==> config.mk <==
export PLATFORM = sky130hd
export DESIGN_NAME = gms_regs
export DESIGN_NICKNAME = d
export VERILOG_FILES = /design/src/logic/gms_pkg.sv /design/src/logic/gms_regs.sv /design/src/logic/gms_sync.sv
export SDC_FILE = /design/constraint.sdc
export NUM_CORES = 1
export LEC_CHECK = 0
export ABC_CLOCK_PERIOD_IN_PS = 1850
export BUFFER_PORTS_ARGS = -buffer_cell sky130_fd_sc_hd__buf_4
export CELL_PAD_IN_SITES_DETAIL_PLACEMENT = 0
export CELL_PAD_IN_SITES_GLOBAL_PLACEMENT = 1
export CORE_ASPECT_RATIO = 0.9
export CORE_MARGIN = 4
export CORE_UTILIZATION = 34
export CTS_CLUSTER_SIZE = 8
export DETAILED_ROUTE_END_ITERATION = 6
export PLACE_DENSITY_LB_ADDON = 0.1
export RECOVER_POWER = 25
export SLEW_MARGIN = 20
export SYNTH_ARGS = -nofsm -noshare
export SYNTH_HDL_FRONTEND = slang
export SYNTH_SLANG_ARGS = --single-unit
==> constraint.sdc <==
create_clock -name clk_i -period 1.85 [get_ports clk_i]
set_input_delay 0.185 -clock clk_i [delete_from_list [all_inputs] [get_ports clk_i]]
set_output_delay 0.185 -clock clk_i [all_outputs]
set_load 0.01 [all_outputs]
==> src/logic/gms_pkg.sv <==
// gms_pkg: offsets, field positions, reset values and carriers shared by
// the gigabit control/status register block.
// assumes a 16-bit register word placed in the low bits of a wishbone word.
package gms_pkg;

  // register indices; byte address is four times the index
  localparam logic [7:0] GMS_IDX_CTRL = 8'h09;
  localparam logic [7:0] GMS_IDX_STAT = 8'h0A;
  localparam logic [7:0] GMS_IDX_RSV_LO = 8'h0B;
  localparam logic [7:0] GMS_IDX_RSV_HI = 8'h0E;
  localparam logic [7:0] GMS_IDX_IRQ_STAT = 8'h18;
  localparam logic [7:0] GMS_IDX_IRQ_MASK = 8'h19;

  // control field positions
  localparam int GMS_CTRL_TEST_HI = 15;
  localparam int GMS_CTRL_TEST_LO = 13;
  localparam int GMS_CTRL_MAN_EN = 12;
  localparam int GMS_CTRL_MAN_ADV = 11;
  localparam int GMS_CTRL_PORT_TYPE = 10;
  localparam int GMS_CTRL_ADV_FD = 9;
  localparam int GMS_CTRL_ADV_HD = 8;

  // status field positions
  localparam int GMS_STAT_FAULT = 15;
  localparam int GMS_STAT_ROLE = 14;
  localparam int GMS_STAT_LOC_RX = 13;
  localparam int GMS_STAT_REM_RX = 12;
  localparam int GMS_STAT_LP_FD = 11;
  localparam int GMS_STAT_LP_HD = 10;
  localparam int GMS_STAT_LP_ASYM = 9;
  localparam int GMS_STAT_RSV = 8;

  // interrupt event bit positions
  localparam int GMS_EV_FAULT = 0;
  localparam int GMS_EV_LOC_RX = 1;
  localparam int GMS_EV_REM_RX = 2;
  localparam int GMS_EV_ROLE = 3;
  localparam int GMS_EV_N = 4;

  // reset values
  localparam logic [2:0] GMS_TEST_RST = 3'h0;
  localparam logic [15:0] GMS_STAT_RST = 16'h0000;
  localparam logic [GMS_EV_N-1:0] GMS_IRQ_RST = 4'h0;
  localparam logic [7:0] GMS_IDLE_RST = 8'h00;
  localparam logic [31:0] GMS_UNMAPPED_DATA = 32'h0000_0000;
  localparam logic GMS_STRAP_BIT_RST = 1'h0;
  localparam logic GMS_ADV_DUPLEX_RST = 1'h1;
  localparam logic [7:0] GMS_IDLE_MAX = 8'hFF;
  // cycles after reset release: straps are caught, then edges are armed
  localparam logic [1:0] GMS_STRAP_LOAD_CNT = 2'h2;
  localparam logic [1:0] GMS_SETTLED_CNT = 2'h3;

  typedef enum logic [2:0] {
    GMS_TEST_NORMAL,
    GMS_TEST_MODE1,
    GMS_TEST_MODE2,
    GMS_TEST_MODE3,
    GMS_TEST_MODE4
  } gms_test_e;

  // strap levels caught at reset
  typedef struct packed {
    logic man_en;
    logic man_adv;
    logic port_type;
    logic adv_fd;
    logic adv_hd;
  } gms_strap_s;

  // state reported by the link-side logic
  typedef struct packed {
    logic fault;
    logic role_resolution_result;
    logic loc_rx_ok;
    logic rem_rx_ok;
    logic partner_gig_full_capable;
    logic partner_gig_half_capable;
    logic partner_asym_pause_capable;
    logic idle_err_inc;
  } gms_link_s;

  // control outputs toward the link-side logic
  typedef struct packed {
    logic [2:0] test_sel;
    logic man_en;
    logic man_adv;
    logic port_type;
    logic adv_fd;
    logic adv_hd;
  } gms_ctrl_s;

endpackage

==> src/logic/gms_regs.sv <==
// gms_regs: gigabit master/slave control and status registers on a
// classic wishbone slave, with strap defaults and a masked interrupt.
// assumes strap and link-state inputs are asynchronous pins; the
// idle error increment is a level toggled per error by the link side.
// straps must stay steady from reset until they are caught.
//
// The Wishbone register port is this design's own decision.
`timescale 1ns/1ps
module gms_regs
  import gms_pkg::*;
(
  input wire logic clk_i,
  input wire logic rst_i,
  input wire logic cyc_i,
  input wire logic stb_i,
  input wire logic we_i,
  input wire logic [3:0] sel_i,
  input wire logic [9:0] adr_i,
  input wire logic [31:0] dat_i,
  output logic [31:0] dat_o,
  output logic ack_o,
  input wire gms_strap_s strap_i,
  input wire gms_link_s link_i,
  output gms_ctrl_s ctrl_o,
  output logic adv_master_o,
  output logic man_cfg_active_o,
  output logic irq_o
);

  localparam int SYNC_W = $bits(gms_strap_s) + $bits(gms_link_s);

  logic [SYNC_W-1:0] sync_q;
  gms_strap_s strap_s;
  gms_link_s link_s;

  gms_sync #(
    .W(SYNC_W)
  ) u_sync (
    .clk_i(clk_i),
    .rst_i(rst_i),
    .d_i({strap_i, link_i}),
    .q_o(sync_q)
  );

  assign {strap_s, link_s} = sync_q;

  // control state
  logic [2:0] test_reg;
  logic man_en_reg;
  logic man_adv_reg;
  logic port_type_reg;
  logic adv_fd_reg;
  logic adv_hd_reg;
  logic [1:0] strap_cnt_reg;
  logic [7:0] idle_cnt_reg;
  logic idle_tog_reg;
  gms_link_s link_prev_reg;
  logic [GMS_EV_N-1:0] irq_stat_reg;
  logic [GMS_EV_N-1:0] irq_mask_reg;
  logic ack_reg;
  logic [31:0] dat_reg;
  gms_ctrl_s ctrl_reg;
  logic adv_master_reg;
  logic man_cfg_active_reg;
  logic irq_reg;

  function automatic logic is_idx(input logic [9:0] a,
                                  input logic [7:0] idx);
    is_idx = (a[9:2] == idx);
  endfunction

  // bus decode
  wire req = cyc_i && stb_i && !ack_reg;
  wire wr = req && we_i;
  wire lo_lane = sel_i[0];
  wire hi_lane = sel_i[1];
  wire hit_ctrl = is_idx(adr_i, GMS_IDX_CTRL);
  wire hit_stat = is_idx(adr_i, GMS_IDX_STAT);
  wire hit_istat = is_idx(adr_i, GMS_IDX_IRQ_STAT);
  wire hit_imask = is_idx(adr_i, GMS_IDX_IRQ_MASK);
  wire wr_ctrl = wr && hit_ctrl && hi_lane;
  wire wr_istat = wr && hit_istat && lo_lane;
  wire wr_imask = wr && hit_imask && lo_lane;

  // straps settle through the synchroniser before they are caught
  wire strap_load = (strap_cnt_reg == GMS_STRAP_LOAD_CNT);
  // the synchroniser leaves reset at zero, so the first real pin levels
  // look like edges; events and idle counts wait one more cycle for that
  wire settled = (strap_cnt_reg == GMS_SETTLED_CNT);

  wire [15:0] ctrl_word = {test_reg, man_en_reg, man_adv_reg, port_type_reg,
                           adv_fd_reg, adv_hd_reg, 8'h00};

  wire [15:0] stat_word = {link_s.fault,
                           link_s.role_resolution_result,
                           link_s.loc_rx_ok,
                           link_s.rem_rx_ok,
                           link_s.partner_gig_full_capable,
                           link_s.partner_gig_half_capable,
                           link_s.partner_asym_pause_capable,
                           1'b0,
                           idle_cnt_reg};

  // reserved indices 0x0B-0x0E fall through to zero
  wire [31:0] rd_data =
    hit_ctrl ? {16'h0000, ctrl_word} :
    hit_stat ? {16'h0000, stat_word} :
    hit_istat ? {28'h0000000, irq_stat_reg} :
    hit_imask ? {28'h0000000, irq_mask_reg} :
    GMS_UNMAPPED_DATA;

  // only codes 000-100 are legal; other codes keep the old mode
  wire [2:0] test_wdata = dat_i[GMS_CTRL_TEST_HI:GMS_CTRL_TEST_LO];
  wire test_ok = (test_wdata <= 3'(GMS_TEST_MODE4));

  // events
  wire [GMS_EV_N-1:0] ev_now;
  wire [GMS_EV_N-1:0] ev_was;
  wire [GMS_EV_N-1:0] ev_raw;
  wire [GMS_EV_N-1:0] ev;
  assign ev_now[GMS_EV_FAULT] = link_s.fault;
  assign ev_now[GMS_EV_LOC_RX] = link_s.loc_rx_ok;
  assign ev_now[GMS_EV_REM_RX] = link_s.rem_rx_ok;
  assign ev_now[GMS_EV_ROLE] = link_s.role_resolution_result;
  assign ev_was[GMS_EV_FAULT] = link_prev_reg.fault;
  assign ev_was[GMS_EV_LOC_RX] = link_prev_reg.loc_rx_ok;
  assign ev_was[GMS_EV_REM_RX] = link_prev_reg.rem_rx_ok;
  assign ev_was[GMS_EV_ROLE] = link_prev_reg.role_resolution_result;
  // fault counts only as it appears; the other levels count either way
  for (genvar g = 0; g < GMS_EV_N; g = g + 1) begin : g_ev
    if (g == GMS_EV_FAULT) begin : g_rise
      assign ev_raw[g] = ev_now[g] && !ev_was[g];
    end else begin : g_change
      assign ev_raw[g] = ev_now[g] ^ ev_was[g];
    end
  end
  assign ev = settled ? ev_raw : '0;

  // set wins over a write-one clear in the same cycle
  wire [GMS_EV_N-1:0] irq_clr = wr_istat ? dat_i[GMS_EV_N-1:0] : '0;
  wire [GMS_EV_N-1:0] irq_stat_next = (irq_stat_reg & ~irq_clr) | ev;

  wire idle_inc = settled && (link_s.idle_err_inc ^ idle_tog_reg);
  // saturate rather than wrap, so a large count never reads small
  wire [7:0] idle_next = (idle_inc && idle_cnt_reg != GMS_IDLE_MAX) ?
                         8'(idle_cnt_reg + 8'h01) : idle_cnt_reg;

  wire adv_master_next = man_en_reg && man_adv_reg;

  // a strap load beats a bus write that lands in the same cycle
  wire ctrl_wr = wr_ctrl && !strap_load;
  wire [1:0] strap_cnt_next = (strap_cnt_reg == GMS_SETTLED_CNT) ?
                              strap_cnt_reg : 2'(strap_cnt_reg + 2'h1);
  wire [2:0] test_next = (ctrl_wr && test_ok) ? test_wdata :
                         test_reg;
  wire man_en_next = strap_load ? strap_s.man_en :
                     ctrl_wr ? dat_i[GMS_CTRL_MAN_EN] :
                     man_en_reg;
  wire man_adv_next = strap_load ? strap_s.man_adv :
                      ctrl_wr ? dat_i[GMS_CTRL_MAN_ADV] :
                      man_adv_reg;
  // no bus path: software can read the port type but never change it
  wire port_type_next = strap_load ? strap_s.port_type :
                        port_type_reg;
  wire adv_fd_next = strap_load ? strap_s.adv_fd :
                     ctrl_wr ? dat_i[GMS_CTRL_ADV_FD] :
                     adv_fd_reg;
  wire adv_hd_next = strap_load ? strap_s.adv_hd :
                     ctrl_wr ? dat_i[GMS_CTRL_ADV_HD] :
                     adv_hd_reg;
  wire [GMS_EV_N-1:0] irq_mask_next = wr_imask ? dat_i[GMS_EV_N-1:0] :
                                      irq_mask_reg;

  always_ff @(posedge clk_i) begin
    if (rst_i) begin
      strap_cnt_reg <= 2'h0;
    end else begin
      strap_cnt_reg <= strap_cnt_next;
    end
  end

  always_ff @(posedge clk_i) begin
    if (rst_i) begin
      test_reg <= GMS_TEST_RST;
    end else begin
      test_reg <= test_next;
    end
  end

  // man_en, man_adv and port_type sit low until the straps are caught
  always_ff @(posedge clk_i) begin
    if (rst_i) begin
      man_en_reg <= GMS_STRAP_BIT_RST;
      man_adv_reg <= GMS_STRAP_BIT_RST;
      port_type_reg <= GMS_STRAP_BIT_RST;
    end else begin
      man_en_reg <= man_en_next;
      man_adv_reg <= man_adv_next;
      port_type_reg <= port_type_next;
    end
  end

  always_ff @(posedge clk_i) begin
    if (rst_i) begin
      adv_fd_reg <= GMS_ADV_DUPLEX_RST;
      adv_hd_reg <= GMS_ADV_DUPLEX_RST;
    end else begin
      adv_fd_reg <= adv_fd_next;
      adv_hd_reg <= adv_hd_next;
    end
  end

  always_ff @(posedge clk_i) begin
    if (rst_i) begin
      idle_cnt_reg <= GMS_IDLE_RST;
      idle_tog_reg <= 1'b0;
    end else begin
      idle_cnt_reg <= idle_next;
      idle_tog_reg <= link_s.idle_err_inc;
    end
  end

  always_ff @(posedge clk_i) begin
    if (rst_i) begin
      link_prev_reg <= '0;
    end else begin
      link_prev_reg <= link_s;
    end
  end

  always_ff @(posedge clk_i) begin
    if (rst_i) begin
      irq_stat_reg <= GMS_IRQ_RST;
    end else begin
      irq_stat_reg <= irq_stat_next;
    end
  end

  always_ff @(posedge clk_i) begin
    if (rst_i) begin
      irq_mask_reg <= GMS_IRQ_RST;
    end else begin
      irq_mask_reg <= irq_mask_next;
    end
  end

  // read data holds until the next read is taken, so a slow master still
  // finds it
  wire [31:0] dat_next = (req && !we_i) ? rd_data : dat_reg;

  always_ff @(posedge clk_i) begin
    if (rst_i) begin
      ack_reg <= 1'b0;
    end else begin
      ack_reg <= req;
    end
  end

  always_ff @(posedge clk_i) begin
    if (rst_i) begin
      dat_reg <= GMS_UNMAPPED_DATA;
    end else begin
      dat_reg <= dat_next;
    end
  end

  // ctrl_o, adv_master_o and man_cfg_active_o are registered copies, one cycle behind the registers
  gms_ctrl_s ctrl_next;
  assign ctrl_next = '{test_sel: test_reg, man_en: man_en_reg,
                       man_adv: man_adv_reg, port_type: port_type_reg,
                       adv_fd: adv_fd_reg, adv_hd: adv_hd_reg};
  // irq looks at the next status so it rises with the status bit
  wire irq_next = |(irq_stat_next & irq_mask_reg);

  always_ff @(posedge clk_i) begin
    if (rst_i) begin
      ctrl_reg <= '0;
    end else begin
      ctrl_reg <= ctrl_next;
    end
  end

  always_ff @(posedge clk_i) begin
    if (rst_i) begin
      adv_master_reg <= 1'b0;
      man_cfg_active_reg <= 1'b0;
      irq_reg <= 1'b0;
    end else begin
      adv_master_reg <= adv_master_next;
      man_cfg_active_reg <= man_en_reg;
      irq_reg <= irq_next;
    end
  end

  assign dat_o = dat_reg;
  assign ack_o = ack_reg;
  assign ctrl_o = ctrl_reg;
  assign adv_master_o = adv_master_reg;
  assign man_cfg_active_o = man_cfg_active_reg;
  assign irq_o = irq_reg;

endmodule

==> src/logic/gms_sync.sv <==
// gms_sync: two flip-flop synchroniser for a bus of levels.
// assumes inputs come from pins outside the clk_i domain.
`timescale 1ns/1ps
module gms_sync #(
  parameter int W = 1
) (
  input wire logic clk_i,
  input wire logic rst_i,
  input wire logic [W-1:0] d_i,
  output logic [W-1:0] q_o
);
  logic [W-1:0] meta_reg;
  logic [W-1:0] q_reg;

  // first stage feeds only the second
  always_ff @(posedge clk_i) begin
    if (rst_i) begin
      meta_reg <= '0;
      q_reg <= '0;
    end else begin
      meta_reg <= d_i;
      q_reg <= meta_reg;
    end
  end

  assign q_o = q_reg;
endmodule

==> run_results.csv <==
group,metric,value,unit
outcome,status,"finished, final reports clean",
logic_synthesis,synth-async-reset-ratio,0,%
pwr,peakVddDrop,0.337,mV
place,io_buffers,66,
cells_and_area,largest_reg_flops,16,
cts,cts_tree,"built",
floorplanning,rows,34,
cts,clk-insertion-delay-late,0.35,ns
logic_synthesis,synth_seq_cells,84,
place,gp_congestion,0.745,
timing,setup_slack,0.129,ns
cells_and_area,areaGrowthSynthToFinish,26.7,%
cts,cts_buffers,9,
floorplanning,design.core.area,9700,sq um
place,place_hpwl,5.84,mm
routing,antenna_left,0,
logic_synthesis,yosysTopAreaCell,"dfxtp_1",
pwr,p_sw,0.000917,W
timing,setup_tns,0,ns
routing,dr.pass1.iters,4,
global_routing,grtUsageTotal,14.3,%
timing,slew_violations,0,
timing,fin_crit_sh,93.0,%
routing,wl_per_cell,13.9,um
logic_synthesis,synth.area.top_cells,"dfxtp_1 (50%), nor2b_1 (8.1%), a21oi_1 (4.7%)",
pwr,clockPowerShare,35.5,%
timing,max_freq,0.581,GHz
routing,drtIter0Drc,162,
critical_path,crit_path_end_kind,"flip-flop",
logic_synthesis,syn_area,3390,sq um
floorplanning,chipWidth,113,um
timing,hold_viol_final,0,
timing,rsz0062_at_grt,"no",
cts,cts-resized-gates,0,
cells_and_area,nets,512,
cells_and_area,fin_util,44.3,%
logic_synthesis,syn_inst,365,
critical_path,crit_type,"reg2reg",
timing,finalClockSkew,0.00783,ns
cts,clk_pin_slew,0.09,ns
critical_path,crit_required,2.09,ns
timing,fin_hold_ws,0.0328,ns
pwr,swShare,25.8,%
floorplanning,die-area,11600,sq um
critical_path,cp.arrival,1.96,ns
pwr,power_frac_seq,53.8,%
cts,clock_path_buffers,2,
timing,min_period,1.72,ns
logic_synthesis,avgSynthCellArea,9.29,sq um
cts,cts-hold-fix-buffers,0,
floorplanning,start_util,34.9,%
logic_synthesis,ys_warn_count,0,
pwr,powerDensity,829,nW/um^2
routing,vias_per_cell,4.76,
logic_synthesis,yosysTopAreaCellShare,49.6,%
floorplanning,fp.dieH,103,um
cells_and_area,num_antenna_cells,0,
pwr,intPower,0.00264,W
cts,h-tree-depth,3,
cells_and_area,postLayoutCellArea,4290,sq um
timing,relSlewSlack,12.3,%
critical_path,critPathLaunchType,"flip-flop",
logic_synthesis,ys.flop_type,"dfxtp_1",
logic_synthesis,synth_cell_types,45,
routing,via_count,2741,
pwr,combPwrFrac,10.7,%
worst_hold_path,hp-class,"in2reg",
routing,wl,8.00,mm
timing,worst_pin_slew,1.31,ns
routing,drc,0,
cells_and_area,layout-drive-gt1-share,25.3,%
pwr,p_leak,1.76,nW
logic_synthesis,synth_common_cells,"dfxtp_1 (84), nor2b_1 (44), a21oi_1 (32)",
critical_path,cp_max_fo,4,
global_routing,antenna_found_initial,0,
global_routing,grt_max_degree,74,
cts,cts_sinks,84,
cts,cts-root-buf,"clkbuf_8",
global_routing,overflow,0,
place,placed_area,4110,sq um
global_routing,grt_pass1_vias,2620,
logic_synthesis,seq_area_frac_synth,49.6,%
logic_synthesis,synth_edf_count,0,
place,place_ws,-0.0854,ns
flow_run,max_cap_viol_count,0,
global_routing,grt_pass1_wl,13.2,mm
timing,setup_viol,0,
logic_synthesis,synth.most_common_cell,"dfxtp_1",
floorplanning,io_pins,108,
layout make-up:
type,count,area [sq um]
Clock buffer,11,151
Clock inverter,5,43.8
Timing Repair Buffer,92,688
Inverter,7,26.3
Sequential cell,84,1680
Fill cell,975,5410
Multi-Input combinational cell,251,1550
Tap cell,126,158
power groups by stage:
| stage | Sequential, W | Combinational [W] | Clock (W) |
|---|---|---|---|
| 2_1_floorplan | 0.00195 | 0.000235 | 0 |
| 4_1_cts | 0.00191 | 0.000389 | 0.00132 |
| 6_report | 0.00191 | 0.000382 | 0.00126 |
| 3_5_place_dp | 0.00196 | 0.000388 | 0 |
| 5_1_grt | 0.00192 | 0.000424 | 0.00139 |
| 3_3_place_gp | 0.00195 | 0.000384 | 0 |
placed cells by master (no fill, tap or decap), types with 2 or more instances in the layout:
| master | instances |
|---|---|
| a221oi_1 | 7 |
| xor2_1 | 6 |
| a21oi_1 | 32 |
| o21ai_0 | 18 |
| clkbuf_8 | 11 |
| nor3_1 | 7 |
| dfxtp_1 | 84 |
| conb_1 | 16 |
| and3_1 | 4 |
| nand2_1 | 17 |
| clkinvlp_4 | 2 |
| nor2b_1 | 44 |
| o31ai_1 | 3 |
| inv_1 | 7 |
| nand4_1 | 2 |
| mux2i_1 | 6 |
| and2_1 | 3 |
| mux2_2 | 2 |
| nand3b_1 | 9 |
| nand3_1 | 18 |
| or4_1 | 6 |
| nor2_1 | 17 |
| or3_1 | 3 |
| nor4_1 | 2 |
| ha_1 | 3 |
| and4b_1 | 2 |
| buf_4 | 91 |
| a211oi_1 | 3 |
| nor4b_1 | 2 |
| nand2b_1 | 3 |
critical path, stage by stage, from the launching register on:
cell	delay, ns
dfxtp_1	0.34
nand4b_1	0.35
nor4_4	0.38
a311oi_1	0.08
or4_1	0.47
metrics by stage:
step | power, W | std cells
global route | 0.00374 | 576
detailed placement | 0.00234 | 559
finish | 0.00356 | 576
global placement | 0.00234 | 559
CTS | 0.00362 | 575
floorplan | 0.00219 | 380
cells by family after synthesis:
group                    share of synthesized area (%)
AND/OR/NAND/NOR                                   26.0
multiplexers                                      2.44
adder cells (fa/ha/maj)                           1.11
XOR/XNOR                                          1.55
other                                            0.111
buffers and inverters                             6.94
flip-flops                                        49.6
AO/OA/AOI/OAI                                     12.3
repair_timing:
| action | CTS | global route |
|---|---|---|
| buffers inserted | 0 | 1 |
| endpoints found under the hold margin | 0 | 0 |
| setup endpoints to repair | 0 | 2 |
routing by layer:
metal | vias up | GRT usage [%] | wire, um
li1 | 1403 | - | -
met1 | 1264 | 20.3 | 4030
met2 | 66 | 21.4 | 3450
met3 | 8 | 4.05 | 445
met4 | 0 | 3.88 | 72
met5 | - | 0 | 0
path summary, 6_finish.rpt:
check / slack, ns / start / end / depth (start not counted)
setup reg to reg: 0.13 / ack_o / irq_o / 4
setup / recovery: 0.13 / ack_o / irq_o / 4
hold reg to reg: 0.43 / u_sync.meta_reg[11] / u_sync.q_o[11] / 1
hold / removal: 0.03 / strap_i[2] / u_sync.meta_reg[10] / 2
(Power assumes the default switching activity.)
